$ cat config.mk
export PLATFORM = sky130hd
export DESIGN_NAME = pmd_top
export DESIGN_NICKNAME = d
export VERILOG_FILES = /design/src/pkg/pmd_pkg.sv /design/src/logic/pmd_top.sv /design/src/logic/pmd_mode_decode.sv /design/src/logic/pmd_addr_former.sv
export SDC_FILE = /design/constraint.sdc
export NUM_CORES = 1
export LEC_CHECK = 0
export ABC_AREA = 0
export BUFFER_PORTS_ARGS = -buffer_cell sky130_fd_sc_hd__buf_4
export CAP_MARGIN = 10
export CORE_MARGIN = 2
export CORE_UTILIZATION = 30
export DETAILED_ROUTE_END_ITERATION = 10
export REMOVE_ABC_BUFFERS = 1
export SYNTH_ARGS = -nofsm -noshare
export SYNTH_HDL_FRONTEND = slang
export SYNTH_SLANG_ARGS = --single-unit
$ cat constraint.sdc
create_clock -name clk -period 8.12 [get_ports clk]
set_input_delay 1.624 -clock clk [delete_from_list [all_inputs] [get_ports clk]]
set_output_delay 1.624 -clock clk [all_outputs]
set_load 0.01 [all_outputs]
$ cat src/pkg/pmd_pkg.sv
// constants, types and register layout for the processor mode decoder
// What this block does
// - three levels kernel, supervisor, user; two widths
// - only kernel level may rewrite the status word
// - select field 10 user, 01 supervisor, 00 kernel
// - exception or error flag forces kernel level
// - mode bits sit at fixed status word positions
// - kernel-class levels: wide bit picks width, all sets
// - supervisor: wide bit gives 64-bit and third set
// - user: wide bit and fourth-set bit independent
// - address width follows decoded mode only
package pmd_pkg;

  // byte offsets on the register bus
  localparam logic [3:0] OFF_STATUS = 4'h0;
  localparam logic [3:0] OFF_MODE = 4'h4;
  localparam logic [3:0] OFF_FAULT = 4'h8;

  // status word field positions
  localparam int BIT_ISA4 = 31;
  localparam int BIT_KWIDE = 7;
  localparam int BIT_SWIDE = 6;
  localparam int BIT_UWIDE = 5;
  localparam int BIT_SEL_HI = 4;
  localparam int BIT_SEL_LO = 3;
  localparam int BIT_ERR = 2;
  localparam int BIT_EXC = 1;

  // implemented status bits; the rest read as zero
  localparam logic [31:0] STATUS_MASK = 32'h8000_00fe;
  // after reset the error flag holds the core at kernel level
  localparam logic [31:0] STATUS_RESET = 32'h0000_0004;

  // mode readback field positions
  localparam int MODE_LVL_LO = 0;
  localparam int MODE_WIDE = 2;
  localparam int MODE_ISA3 = 3;
  localparam int MODE_ISA4 = 4;
  localparam int MODE_FORCED = 5;

  // fault register bit positions
  localparam int FAULT_PRIV = 0;
  localparam int FAULT_ADDR = 1;

  // avalon response codes
  localparam logic [1:0] RESP_OKAY = 2'h0;
  localparam logic [1:0] RESP_SLVERR = 2'h2;

  // privilege levels, highest first
  typedef enum logic [1:0] {
    LVL_KERNEL = 2'h0,
    LVL_SUPER = 2'h1,
    LVL_USER = 2'h2
  } pmd_level_e;

  // decoded mode bundle
  typedef struct packed {
    logic forced;
    logic isa4;
    logic isa3;
    logic wide;
    pmd_level_e level;
  } pmd_mode_s;

  // address request and answer
  typedef struct packed {
    logic valid;
    logic [63:0] addr;
  } pmd_addr_s;

  typedef struct packed {
    logic valid;
    logic err;
    logic [63:0] addr;
  } pmd_maddr_s;

endpackage

$ cat src/logic/pmd_top.sv
// processor mode decoder with status word, avalon slave and address former
//
// Chosen here: the placing of the registers and the Avalon-MM interface to the registers.
module pmd_top #(
  parameter int AVS_ADDR_W = 4
) (
  input wire logic clk,
  input wire logic sys_rst,
  input wire logic [AVS_ADDR_W-1:0] avs_address,
  input wire logic avs_read,
  input wire logic avs_write,
  input wire logic [31:0] avs_writedata,
  input wire logic [3:0] avs_byteenable,
  output logic [31:0] avs_readdata,
  output logic avs_waitrequest,
  output logic [1:0] avs_response,
  input wire logic exceptionEnter,
  input wire logic errorEnter,
  input wire logic levelReturn,
  input pmd_pkg::pmd_addr_s effAddr,
  output pmd_pkg::pmd_mode_s modeOut,
  output pmd_pkg::pmd_maddr_s memAddr
);

  // the decode needs at least the three word offsets
  if (AVS_ADDR_W < 4) begin : g_bad_width
    $error("pmd_top: AVS_ADDR_W must be at least 4");
  end

  // state
  logic [31:0] status_q;
  logic [31:0] status_d;
  logic [1:0] fault_q;
  logic [1:0] fault_d;
  logic waitReq_q;
  logic waitReq_d;
  logic [31:0] rdData_q;
  logic [31:0] rdData_d;
  logic [1:0] resp_q;
  logic [1:0] resp_d;
  pmd_pkg::pmd_mode_s mode_q;
  pmd_pkg::pmd_maddr_s mem_q;

  // combinational results of the two leaves
  pmd_pkg::pmd_mode_s modeNow;
  pmd_pkg::pmd_maddr_s memNow;

  pmd_mode_decode u_decode (
    .statusWord(status_q),
    .modeOut(modeNow)
  );

  pmd_addr_former u_former (
    .wideMode(modeNow.wide),
    .effIn(effAddr),
    .memOut(memNow)
  );

  // bus handshake: one wait cycle, then the access commits
  wire logic busReq = avs_read | avs_write;
  wire logic busSample = busReq & waitReq_q;
  wire logic busCommit = busReq & !waitReq_q;
  wire logic wrCommit = busCommit & avs_write;

  // address decode; upper address bits must be zero
  wire logic upperZero = (avs_address >> 4) == '0;
  wire logic [3:0] lowAddr = avs_address[3:0];
  wire logic hitStatus = upperZero && (lowAddr == pmd_pkg::OFF_STATUS);
  wire logic hitMode = upperZero && (lowAddr == pmd_pkg::OFF_MODE);
  wire logic hitFault = upperZero && (lowAddr == pmd_pkg::OFF_FAULT);
  wire logic hitAny = hitStatus | hitMode | hitFault;

  // byte lane mask built from the byte enables
  wire logic [31:0] laneMask = {{8{avs_byteenable[3]}}, {8{avs_byteenable[2]}},
                                {8{avs_byteenable[1]}}, {8{avs_byteenable[0]}}};

  // only kernel level may rewrite the status word
  wire logic isKernel = modeNow.level == pmd_pkg::LVL_KERNEL;
  wire logic wrStatusOk = wrCommit && hitStatus && isKernel;
  wire logic wrStatusBad = wrCommit && hitStatus && !isKernel;
  wire logic wrFault = wrCommit && hitFault;

  // merged write value, reserved bits kept zero
  wire logic [31:0] wrMerged = ((avs_writedata & laneMask) | (status_q & ~laneMask))
                               & pmd_pkg::STATUS_MASK;

  // level flag events from the core; return clears error first, else exception
  wire logic retErr = levelReturn && status_q[pmd_pkg::BIT_ERR];
  wire logic retExc = levelReturn && !status_q[pmd_pkg::BIT_ERR];

  // status next value: software write, then core events on top
  always_comb begin
    status_d = status_q;
    if (wrStatusOk) begin
      status_d = wrMerged;
    end
    if (retErr) begin
      status_d[pmd_pkg::BIT_ERR] = 1'b0;
    end
    if (retExc) begin
      status_d[pmd_pkg::BIT_EXC] = 1'b0;
    end
    // entering a level wins over any clear in the same cycle
    if (exceptionEnter) begin
      status_d[pmd_pkg::BIT_EXC] = 1'b1;
    end
    if (errorEnter) begin
      status_d[pmd_pkg::BIT_ERR] = 1'b1;
    end
  end

  // fault flags: write one to clear, a new event wins over the clear
  wire logic [1:0] faultClr = wrFault ? (avs_writedata[1:0] & {2{avs_byteenable[0]}}) : 2'h0;
  wire logic [1:0] faultSet = {memNow.err, wrStatusBad};

  always_comb begin
    fault_d = (fault_q & ~faultClr) | faultSet;
  end

  // mode readback word shows the decoded state
  wire logic [31:0] modeWord = {26'h0, mode_q.forced, mode_q.isa4, mode_q.isa3,
                                mode_q.wide, mode_q.level};
  wire logic [31:0] faultWord = {30'h0, fault_q};
  wire logic [31:0] rdMux = hitStatus ? status_q :
                            hitMode ? modeWord :
                            hitFault ? faultWord : 32'h0;

  // read data and response are captured while waitrequest is high
  always_comb begin
    waitReq_d = !busSample;
    rdData_d = rdData_q;
    resp_d = resp_q;
    if (busSample) begin
      rdData_d = avs_read ? rdMux : 32'h0;
      resp_d = hitAny ? pmd_pkg::RESP_OKAY : pmd_pkg::RESP_SLVERR;
    end
  end

  // register file and handshake flops
  always_ff @(posedge clk or posedge sys_rst) begin
    if (sys_rst) begin
      status_q <= pmd_pkg::STATUS_RESET;
      fault_q <= 2'h0;
      waitReq_q <= 1'b1;
      rdData_q <= 32'h0;
      resp_q <= pmd_pkg::RESP_OKAY;
    end else begin
      status_q <= status_d;
      fault_q <= fault_d;
      waitReq_q <= waitReq_d;
      rdData_q <= rdData_d;
      resp_q <= resp_d;
    end
  end

  // decode results registered every cycle so outputs come from flops
  always_ff @(posedge clk or posedge sys_rst) begin
    if (sys_rst) begin
      mode_q <= '{forced: 1'b1, isa4: 1'b1, isa3: 1'b1, wide: 1'b0,
                  level: pmd_pkg::LVL_KERNEL};
      mem_q <= '0;
    end else begin
      mode_q <= modeNow;
      mem_q <= memNow;
    end
  end

  // port drive
  assign avs_readdata = rdData_q;
  assign avs_waitrequest = waitReq_q;
  assign avs_response = resp_q;
  assign modeOut = mode_q;
  assign memAddr = mem_q;

endmodule

$ cat src/logic/pmd_mode_decode.sv
// combinational decode of the status word into level, width and isa enables
module pmd_mode_decode (
  input wire logic [31:0] statusWord,
  output pmd_pkg::pmd_mode_s modeOut
);

  // field extraction at fixed positions
  wire logic isa4Bit = statusWord[pmd_pkg::BIT_ISA4];
  wire logic kWide = statusWord[pmd_pkg::BIT_KWIDE];
  wire logic sWide = statusWord[pmd_pkg::BIT_SWIDE];
  wire logic uWide = statusWord[pmd_pkg::BIT_UWIDE];
  wire logic [1:0] sel = statusWord[pmd_pkg::BIT_SEL_HI:pmd_pkg::BIT_SEL_LO];
  wire logic errFlag = statusWord[pmd_pkg::BIT_ERR];
  wire logic excFlag = statusWord[pmd_pkg::BIT_EXC];

  // either flag overrides the select field
  wire logic forced = errFlag | excFlag;
  wire logic isUser = !forced && (sel == 2'h2);
  wire logic isSuper = !forced && (sel == 2'h1);

  // code 11 is not a documented level; it is treated as kernel
  always_comb begin
    modeOut.forced = forced;
    if (isUser) begin
      modeOut.level = pmd_pkg::LVL_USER;
      modeOut.wide = uWide;
      modeOut.isa3 = uWide;
      modeOut.isa4 = isa4Bit;
    end else if (isSuper) begin
      modeOut.level = pmd_pkg::LVL_SUPER;
      modeOut.wide = sWide;
      modeOut.isa3 = sWide;
      modeOut.isa4 = 1'b1;
    end else begin
      modeOut.level = pmd_pkg::LVL_KERNEL;
      modeOut.wide = kWide;
      modeOut.isa3 = 1'b1;
      modeOut.isa4 = 1'b1;
    end
  end

endmodule

$ cat src/logic/pmd_addr_former.sv
// forms a 32-bit or 64-bit memory address from the effective address
module pmd_addr_former (
  input wire logic wideMode,
  input pmd_pkg::pmd_addr_s effIn,
  output pmd_pkg::pmd_maddr_s memOut
);

  // in narrow mode the upper half must copy bit 31
  wire logic [31:0] upperSign = {32{effIn.addr[31]}};
  wire logic badNarrow = !wideMode && (effIn.addr[63:32] != upperSign);
  wire logic [63:0] narrowAddr = {upperSign, effIn.addr[31:0]};

  // width chosen only by the decoded mode
  assign memOut.valid = effIn.valid;
  assign memOut.addr = wideMode ? effIn.addr : narrowAddr;
  assign memOut.err = effIn.valid && badNarrow;

endmodule

==> impl_metrics.json, run 1 <==
{
  "n_antenna_cell": 0,
  "status": "finished, final reports clean",
  "syn_avg_cell_area_um2": 13.2,
  "final.fill_count": 1099,
  "setup-violations-final": 0,
  "rr_endpoint": "memAddr[62]",
  "worst_r2r_path_depth": 7,
  "rsz0062_at_grt": "false",
  "pin_count": 219,
  "worst_vdd_ir_mv": 0.0980,
  "floorplan.die.height_um": 112,
  "cts-hold-fix-buffers": 0,
  "clk_latency_ps": 340,
  "cts_root_buffer": "sky130_fd_sc_hd__clkbuf_16",
  "route.final.wire_length_mm": 8.86,
  "final_layout_size_suffix_gt1_frac": 0.470,
  "beginning_of_the_worst_hold_path": "avs_response[1]",
  "syn-instance-count": 266,
  "violation_count_after_the_first_detailed_route_iteration": 94,
  "remaining_antenna_violation_count_after_routing": 0,
  "maxCapViolCount": 0,
  "max_clock_freq_mhz": 349,
  "hp-class": "reg -> reg",
  "final_nets": 550,
  "grt.overflow.total": 0,
  "design.die.area_um2": 12600,
  "setup_tns_ps": 0,
  "maxSlewHeadroom": 0.516,
  "cp_data_required_time_ps": 8390,
  "cts_setup_buffers": 0,
  "synthDistinctLibCells": 34,
  "cts.repair.resized": 0,
  "setup.worst_path.start_class": "primary input",
  "ys_dominant_reg_cell": "sky130_fd_sc_hd__dfrtp_1",
  "layout.area.seq_um2": 2330,
  "worst_case_clock_skew_ps": 3.75,
  "syn_to_final_growth_pct": 47.1,
  "netlist_area_um2": 3510,
  "grt_max_degree": 53,
  "worst-r2r-setup-slack_ps": 5470,
  "multi_input_area_um2": 993,
  "antenna_violations_before_repair": 0,
  "p_per_area_nw_per_um2": 233,
  "tritoncts": "yes",
  "crit_fanout": 8,
  "min_path_cells": 1,
  "detailed_place_hpwl_mm": 6.64,
  "post-route-period-util": 0.353,
  "initial_util": 0.308,
  "endpoint_kind": "flop",
  "drt_pre_antenna_iters": 4,
  "cts_num_sinks": 93,
  "die_w_um": 112,
  "timing_worst_slew_pin_value_ps": 723,
  "critical_path_class": "in -> reg",
  "timing.critical_path.arrival_ps": 3130,
  "cts.reportedPaths.clkPinSlew_ps": 70,
  "holdPathEnd": "avs_response[1]",
  "wire_length_of_the_first_global_routing_pass_mm": 14.1,
  "cts_htree_levels": 3,
  "timing_hold_violations_final": 0,
  "cts_made_buffers": 9,
  "routed-via-count": 2669,
  "groute.usage.overall": 0.144,
  "routed_via_density": 4.55,
  "hold-worst-slack_ps": 482,
  "synth-seq-area-share": 0.664,
  "core_region_area_um2": 11400,
  "ctsLongestPathBuffers": 2,
  "synth_enable_flop_cells": 0,
  "number_of_remaining_drc_errors": 0,
  "grt_pass1_vias": 2714,
  "finalWorstPathRequiredPeriod_ps": 2870,
  "placementRows": 39,
  "finalMaxSlewViolations": 0,
  "async_reset_ff_frac": 1.00,
  "global_placer_s_final_weighted_congestion": 0.750,
  "avgRoutedWirePerCell_um": 15.1,
  "power.leakage_nw": 2.69,
  "ys.warnings.count": 0,
  "portbufs": 169,
  "synth-seq-cells": 93
}
[cell families after synthesis]
family	share of synthesized area
and+or+nand+nor	0.0944
muxes	0.0424
xor gates and xnor gates	0.00249
buffers and inverters	0.0776
DFF	0.664
other	0.00107
AOI/OAI and AO/OA	0.118
[worst max path at each step]
stage | from | endpoint | slack [ps] | cells past startpoint
after global placement | avs_address[1] | status_q[2] | 5000 | 6
after CTS | avs_address[1] | status_q[2] | 5300 | 6
final | avs_address[1] | status_q[2] | 5250 | 6
after global routing | avs_address[1] | status_q[2] | 5200 | 6
after detailed placement | avs_address[1] | status_q[2] | 4960 | 6
after floorplan | sys_rst | asynchronous set/reset pin | 4080 | 1
[report_power, final]
part / internal [mW] / total [mW] / switching, mW
clock network: 0.302 / 0.481 / 0.178
logic: 0.102 / 0.197 / 0.0944
registers: 0.507 / 0.527 / 0.0198
[sequential cells by signal, indices dropped and copies added, names as in the netlist, named ones only]
signal	count
avs_readdata	9
status_q	2
avs_waitrequest	1
fault_q	2
modeOut	6
avs_response	1
memAddr	66
[metrics by stage]
| stage | worst slack, ps | total power [mW] | util | std cells | cell area (um2) |
|---|---|---|---|---|---|
| 2_1_floorplan | 4080 | 0.612 | - | 254 | 3340 |
| 3_3_place_gp | 5000 | 0.732 | 0.422 | 570 | 4820 |
| 3_5_place_dp | 4960 | 0.735 | 0.422 | 570 | 4820 |
| 4_1_cts | 5300 | 1.22 | 0.453 | 586 | 5170 |
| 5_1_grt | 5200 | 1.26 | 0.453 | 586 | 5170 |
| 6_report | 5250 | 1.20 | 0.453 | 586 | 5170 |
[synthesized netlist by cell type (2+ instances only)]
cell / instances / area, um2
sky130_fd_sc_hd__nand4_1: 5 / 31.3
sky130_fd_sc_hd__clkbuf_1: 2 / 7.51
sky130_fd_sc_hd__buf_6: 4 / 45.0
sky130_fd_sc_hd__and3_1: 2 / 12.5
sky130_fd_sc_hd__a31oi_1: 5 / 31.3
sky130_fd_sc_hd__o21ai_0: 8 / 40.0
sky130_fd_sc_hd__dfrtp_1: 88 / 2200
sky130_fd_sc_hd__nand3_1: 7 / 35.0
sky130_fd_sc_hd__buf_2: 5 / 25.0
sky130_fd_sc_hd__o21bai_1: 2 / 15.0
sky130_fd_sc_hd__nand2_1: 14 / 52.6
sky130_fd_sc_hd__inv_1: 4 / 15.0
sky130_fd_sc_hd__nor2_1: 10 / 37.5
sky130_fd_sc_hd__a22o_1: 5 / 43.8
sky130_fd_sc_hd__buf_4: 24 / 180
sky130_fd_sc_hd__a21o_1: 33 / 248
sky130_fd_sc_hd__mux2_2: 7 / 78.8
sky130_fd_sc_hd__nor4_1: 5 / 31.3
sky130_fd_sc_hd__nor2b_1: 2 / 12.5
sky130_fd_sc_hd__a21oi_1: 3 / 15.0
sky130_fd_sc_hd__mux2i_1: 7 / 70.1
sky130_fd_sc_hd__dfstp_2: 5 / 131
sky130_fd_sc_hd__nor3_1: 8 / 40.0
[layout by cell type (no fill, tap or decap), drive strengths merged]
| master | n |
|---|---|
| a21o | 33 |
| o21ai | 9 |
| inv | 6 |
| nor3 | 8 |
| or4b | 1 |
| nand4 | 5 |
| nor2 | 11 |
| o21bai | 2 |
| a31oi | 5 |
| bufinv | 3 |
| clkinv | 1 |
| nand4b | 1 |
| conb | 24 |
| nor4 | 5 |
| nand2b | 1 |
| and3 | 2 |
| a21oi | 4 |
| mux2i | 7 |
| xor2 | 1 |
| nor4b | 1 |
| clkbuf | 9 |
| buf | 173 |
| dfstp | 5 |
| nor2b | 3 |
| clkinvlp | 1 |
| nand2 | 14 |
| mux2 | 7 |
| dfrtp | 88 |
| or2 | 1 |
| nand3 | 7 |
| a22o | 5 |
[routing by layer]
layer	global-route usage	vias to the layer above	routed length (um)
met2	0.227	126	4310
li1	-	1214	-
met5	0	-	0
met4	0.0683	0	196
met3	0.0567	14	884
met1	0.174	1315	3470
[critical path, stage by stage]
cell and delay, ps:
sky130_fd_sc_hd__buf_4 110, sky130_fd_sc_hd__nor2_1 220, sky130_fd_sc_hd__and3_1 330, sky130_fd_sc_hd__nand3_1 350, sky130_fd_sc_hd__mux2_2 380, sky130_fd_sc_hd__o21bai_1 120
[area by class of cell]
type | count | share of cell area
inverter | 4 | 0.00339
tap | 143 | 0.0346
clock inverter | 7 | 0.0232
timing repair buffer | 173 | 0.251
clock buffer | 9 | 0.0436
sequential | 93 | 0.452
multi-input combinational | 157 | 0.192
No activity file was read; power rests on OpenSTA's default activity.
==> inputs of run 2 (changes only) <==
==> constraint.sdc (replaced) <==
create_clock -name clk -period 2.5 [get_ports clk]
set_input_delay 0.5 -clock clk [delete_from_list [all_inputs] [get_ports clk]]
set_output_delay 0.5 -clock clk [all_outputs]
set_load 0.01 [all_outputs]
==> run 2 against run 1 <==
Against the previous run:
- sequential power grew to 3.2 times the previous value
- setup slack lost 4700 ps
- combinational power grew to 3.3 times the previous value
- sequential cell count stayed put
- largest cell class unchanged
- register-to-register slack worse by 5000 ps
- largest power group unchanged
- clock skew up 1.6 ps
==> impl_metrics.json, run 2 (synthesized netlist as in run 1, its figures left out) <==
{
  "finalWorstPathRequiredPeriod_ps": 1990,
  "timing_hold_violations_final": 0,
  "grt.overflow.total": 0,
  "p_per_area_nw_per_um2": 771,
  "groute.usage.overall": 0.141,
  "routed-via-count": 2608,
  "ctsLongestPathBuffers": 2,
  "timing.critical_path.slowest_cell_delay_ps": 460,
  "setup_ws_ps": 511,
  "clk_latency_ps": 340,
  "pin_count": 219,
  "hold-worst-slack_ps": 225,
  "portbufs": 169,
  "power.leakage_nw": 2.71,
  "finalMaxSlewViolations": 0,
  "crit_fanout": 26,
  "timing_worst_slew_pin_value_ps": 609,
  "rsz0062_at_grt": "false",
  "post_dp_cell_area_um2": 4850,
  "wire_length_of_the_first_global_routing_pass_mm": 13.9,
  "route.final.wire_length_mm": 8.67,
  "max_clock_freq_mhz": 503,
  "maxSlewHeadroom": 0.590,
  "grt_max_degree": 50,
  "drt_pre_antenna_iters": 4,
  "remaining_antenna_violation_count_after_routing": 0,
  "post-route-period-util": 0.796,
  "cts.reportedPaths.clkPinSlew_ps": 70,
  "cts_setup_buffers": 0,
  "design.die.area_um2": 12600,
  "layout.area.seq_um2": 2330,
  "cp_data_required_time_ps": 2790,
  "initial_util": 0.308,
  "final_nets": 550,
  "final_area_um2": 5220,
  "cts_num_sinks": 93,
  "multi_input_area_um2": 993,
  "power.total_mw": 4.02,
  "floorplan.die.height_um": 112,
  "core_region_area_um2": 11400,
  "setup_tns_ps": 0,
  "hp-class": "in -> async",
  "cts-hold-fix-buffers": 0,
  "n_antenna_cell": 0,
  "number_of_remaining_drc_errors": 0,
  "die_w_um": 112,
  "crit_slowest_cell": "sky130_fd_sc_hd__dfrtp_1",
  "layout.cells.most_common": "sky130_fd_sc_hd__buf_4",
  "timing.critical_path.arrival_ps": 2270,
  "worst_case_clock_skew_ps": 5.34,
  "antenna_violations_before_repair": 0,
  "grt_pass1_vias": 2700,
  "tritoncts": "yes",
  "commonest_non_fill_non_tap_cells_in_the_layout": "sky130_fd_sc_hd__buf_4, sky130_fd_sc_hd__dfrtp_1, sky130_fd_sc_hd__a21o_1",
  "violation_count_after_the_first_detailed_route_iteration": 96,
  "worst_vdd_ir_mv": 0.403,
  "syn_to_final_growth_pct": 48.5,
  "detailed_place_hpwl_mm": 6.59,
  "endpoint_kind": "flop",
  "maxCapViolCount": 0,
  "placement.setup.worst_slack_ps": 484,
  "placementRows": 39,
  "cts_made_buffers": 9,
  "final_layout_size_suffix_gt1_frac": 0.470,
  "crit_path_cell_trace": "nor4b_4 -> mux2i_1 -> a21oi_4 -> nor2b_2 -> buf_12 -> a21o_1",
  "cts_htree_levels": 3,
  "critical_path_class": "reg -> reg",
  "status": "finished, final reports clean",
  "cts_root_buffer": "sky130_fd_sc_hd__clkbuf_16",
  "cts.repair.resized": 0,
  "setup-violations-final": 0,
  "routed_via_density": 4.45,
  "avgRoutedWirePerCell_um": 14.8,
  "global_placer_s_final_weighted_congestion": 0.773,
  "final.fill_count": 1077,
  "largest_reg_flops": 66,
  "setup.worst_path.start_class": "flop"
}
-- run 2: cell count changes in the layout (fill, tap and decap cells not counted) --
cell	change
sky130_fd_sc_hd__buf_12	+2
sky130_fd_sc_hd__inv_6	-1
sky130_fd_sc_hd__clkinvlp_4	-1
sky130_fd_sc_hd__bufinv_16	+1
sky130_fd_sc_hd__buf_4	-2
sky130_fd_sc_hd__inv_8	+1
-- run 2: final timing paths --
check	endpoint	slack (ps)	cells past startpoint
min reg2reg	avs_response[1]	490	1
min	memAddr[8]	230	2
min in group clk	memAddr[27]	260	1
max in group asynchronous	memAddr[28]	1610	3
max reg2reg	memAddr[58]	510	6
max	memAddr[58]	510	6
-- run 2: metal layers --
metal | wire [um] | GRT usage | part of all wire | vias to the layer above
met4 | 184 | 0.0659 | 0.021 | 0
met5 | 0 | 0 | 0 | -
met2 | 4080 | 0.222 | 0.47 | 126
li1 | - | - | - | 1222
met1 | 3600 | 0.174 | 0.42 | 1246
met3 | 804 | 0.0518 | 0.093 | 14
-- run 2: critical path, delay by kind of cell (launching register included) --
kind / cells / cell delay (ps)
flip-flops: 1 / 460
buffers and inverters: 1 / 220
AO/OA/AOI/OAI: 2 / 220
AND/OR/NAND/NOR: 2 / 690
multiplexers: 1 / 330
-- run 2: layout make-up --
type	count	share of cell area
tap	143	0.0343
sequential	93	0.447
timing repair buffer	173	0.254
clock buffer	9	0.0432
clock inverter	7	0.0278
inverter	4	0.00336
multi-input combinational	157	0.190
-- run 2: where the power goes --
group	switching, mW	internal, mW	total, mW
registers	0.0643	1.65	1.71
clock network	0.584	1.09	1.67
logic	0.304	0.338	0.643
-- run 2: stage by stage --
step,cells,util
3_3_place_gp,570,0.425
6_report,586,0.457
4_1_cts,586,0.457
2_1_floorplan,254,-
3_5_place_dp,570,0.425
5_1_grt,586,0.457
==> inputs of run 3 (changes only) <==
--- a/config.mk
+++ b/config.mk
@@ -5,7 +5,7 @@
 export SDC_FILE = /design/constraint.sdc
 export NUM_CORES = 1
 export LEC_CHECK = 0
-export ABC_AREA = 0
+export ABC_AREA = 1
 export BUFFER_PORTS_ARGS = -buffer_cell sky130_fd_sc_hd__buf_4
 export CAP_MARGIN = 10
 export CORE_MARGIN = 2
==> constraint.sdc (replaced) <==
create_clock -name clk -period 1.7 [get_ports clk]
set_input_delay 0.34 -clock clk [delete_from_list [all_inputs] [get_ports clk]]
set_output_delay 0.34 -clock clk [all_outputs]
set_load 0.01 [all_outputs]
==> run 3 against run 2 <==
Against the previous run:
- non-clock buffer count up 4
- clock-buffer cell count unchanged
- largest cell class unchanged
- combinational power up 120%
- worst hold slack worse by 130 ps
- global-route usage up 0.76 points
- first-iteration DRC count up 78%
- critical endpoint is now memAddr[50]
- highest routed layer unchanged
==> impl_metrics.json, run 3 <==
{
  "status": "finished, final reports clean",
  "yosys.area.top_type_share": 0.597,
  "hold-worst-slack_ps": 99.6,
  "core_region_area_um2": 12000,
  "floorplan.die.height_um": 115,
  "async_reset_ff_frac": 1.00,
  "setup-violations-final": 0,
  "post_dp_cell_area_um2": 5070,
  "die_w_um": 115,
  "endpoint_kind": "flop",
  "grt_max_degree": 45,
  "n_antenna_cell": 0,
  "critical_path_class": "reg -> reg",
  "synthDistinctLibCells": 28,
  "power.leakage_nw": 2.90,
  "beginning_of_the_worst_hold_path": "effAddr[2]",
  "synth_enable_flop_cells": 0,
  "rsz0062_at_grt": "false",
  "cp_data_required_time_ps": 1930,
  "crit_fanout": 18,
  "timing_hold_violations_final": 0,
  "clk_latency_ps": 340,
  "rr_endpoint": "memAddr[50]",
  "worst_case_clock_skew_ps": 5.90,
  "ys.warnings.count": 0,
  "hp-class": "in -> reg",
  "cts.repair.resized": 0,
  "design.die.area_um2": 13200,
  "initial_util": 0.307,
  "p_per_area_nw_per_um2": 1150,
  "ys_dominant_reg_cell": "sky130_fd_sc_hd__dfrtp_1",
  "detailed_place_hpwl_mm": 7.44,
  "maxCapViolCount": 0,
  "timing.critical_path.slowest_cell_delay_ps": 560,
  "wire_length_of_the_first_global_routing_pass_mm": 14.8,
  "timing.critical_path.buf_inv": 1,
  "grt_pass1_vias": 2924,
  "tritoncts": "yes",
  "crit_path_cell_trace": "nor2_4 -> nand2_2 -> nand2_1 -> nand2_2 -> nand2_8 -> nand2_4 -> buf_12 -> nand2_1",
  "setup_tns_ps": 0,
  "final_area_um2": 5400,
  "cts.reportedPaths.clkPinSlew_ps": 70,
  "final_nets": 663,
  "worst-r2r-setup-slack_ps": 130,
  "setup.worst_path.start_class": "flop",
  "synth_commonest_cells": "sky130_fd_sc_hd__nand2_1, sky130_fd_sc_hd__dfrtp_1, sky130_fd_sc_hd__inv_1, sky130_fd_sc_hd__nor2_1, sky130_fd_sc_hd__buf_4",
  "global_placer_s_final_weighted_congestion": 0.785,
  "antenna_violations_before_repair": 0,
  "netlist_top_cells_area": "sky130_fd_sc_hd__dfrtp_1, sky130_fd_sc_hd__nand2_1, sky130_fd_sc_hd__buf_4",
  "groute.usage.overall": 0.149,
  "syn_avg_cell_area_um2": 9.97,
  "avgRoutedWirePerCell_um": 13.4,
  "routed-via-count": 2968,
  "min_path_cells": 1,
  "placementRows": 40,
  "r2r_start": "status_q[2]",
  "worst_vdd_ir_mv": 0.416,
  "cts_made_buffers": 9,
  "cts_num_sinks": 93,
  "route.final.wire_length_mm": 9.41,
  "remaining_antenna_violation_count_after_routing": 0,
  "layout.cells.most_common": "sky130_fd_sc_hd__buf_4",
  "cts_htree_levels": 3,
  "holdPathEnd": "memAddr[2]",
  "netlist_area_um2": 3690,
  "synth-seq-area-share": 0.632,
  "cts_setup_buffers": 0,
  "finalMaxSlewViolations": 0,
  "finalWorstPathRequiredPeriod_ps": 1570,
  "syn-instance-count": 370,
  "power.total_mw": 6.20,
  "final_layout_size_suffix_gt1_frac": 0.392,
  "violation_count_after_the_first_detailed_route_iteration": 171,
  "post-route-period-util": 0.922,
  "cts_root_buffer": "sky130_fd_sc_hd__clkbuf_16",
  "portbufs": 169,
  "commonest_non_fill_non_tap_cells_in_the_layout": "sky130_fd_sc_hd__buf_4, sky130_fd_sc_hd__nand2_1, sky130_fd_sc_hd__dfrtp_1",
  "crit_slowest_cell": "sky130_fd_sc_hd__dfstp_2",
  "crit_path_start": "status_q[2]",
  "synthDominantAreaCellType": "sky130_fd_sc_hd__dfrtp_1",
  "grt.overflow.total": 0,
  "syn_to_final_growth_pct": 46.4,
  "timing.critical_path.arrival_ps": 1800,
  "drt_pre_antenna_iters": 4,
  "cts-hold-fix-buffers": 1,
  "pin_count": 219,
  "cpLargestDelayFamily": "simple AND/OR/NAND/NOR gates",
  "number_of_remaining_drc_errors": 0,
  "largest_reg_flops": 66,
  "worst_r2r_path_depth": 8,
  "routed_via_density": 4.22,
  "synth_most_common_cell": "sky130_fd_sc_hd__nand2_1",
  "synth-seq-cells": 93,
  "max_clock_freq_mhz": 638,
  "ctsLongestPathBuffers": 2
}
## run 3: cell count changes after synthesis, moves of 11 or more
cell	delta
sky130_fd_sc_hd__nor2_1	+15
sky130_fd_sc_hd__o21ai_0	+11
sky130_fd_sc_hd__a21o_1	-33
sky130_fd_sc_hd__nand2_1	+109
sky130_fd_sc_hd__inv_1	+28
## run 3: metal layers
layer,vias to the layer above,part of all wire,global-route usage
met5,-,0,0
met4,0,0.017,0.0675
met3,11,0.090,0.0522
met2,125,0.47,0.237
met1,1376,0.42,0.183
li1,1456,-,-
## run 3: how the worst max path moves through the flow
stage / slack, ps / endpoint / depth (start not counted)
floorplan: -1050 / asynchronous set/reset pin / 1
global placement: 150 / memAddr[43] / 8
detailed placement: 120 / memAddr[50] / 8
CTS: 120 / memAddr[50] / 8
global route: 6 / memAddr[54] / 8
finish: 130 / memAddr[50] / 8
## run 3: cells by family (layout without fill, tap and decap cells)
kind of cell | count (synthesis) | after routing | synth area share
AOI/OAI and AO/OA | 34 | 34 | 0.0580
DFF | 93 | 93 | 0.632
other | 1 | 24 | 0.00102
and+or+nand+nor | 177 | 177 | 0.207
buffers and inverters | 65 | 228 | 0.101
## run 3: stage by stage
stage | setup WS (ps) | utilization | instances
floorplan | -1050 | - | 363
finish | 133 | 0.450 | 703
detailed placement | 124 | 0.422 | 686
CTS | 117 | 0.450 | 703
global placement | 154 | 0.422 | 686
global route | 6.13 | 0.450 | 703
## run 3: power breakdown
part | internal [mW] | switching, mW
logic | 0.649 | 0.758
clock network | 1.29 | 0.853
registers | 2.54 | 0.115
## run 3: area by class of cell
| type | instances | area (um2) |
|---|---|---|
| clock inverters | 7 | 97.6 |
| fillers | 1180 | 6610 |
| repair buffers | 177 | 1360 |
| clock buffers | 9 | 225 |
| well taps | 147 | 184 |
| multi-input cells | 235 | 1070 |
| flip-flops and latches | 93 | 2330 |
| inverters | 35 | 136 |
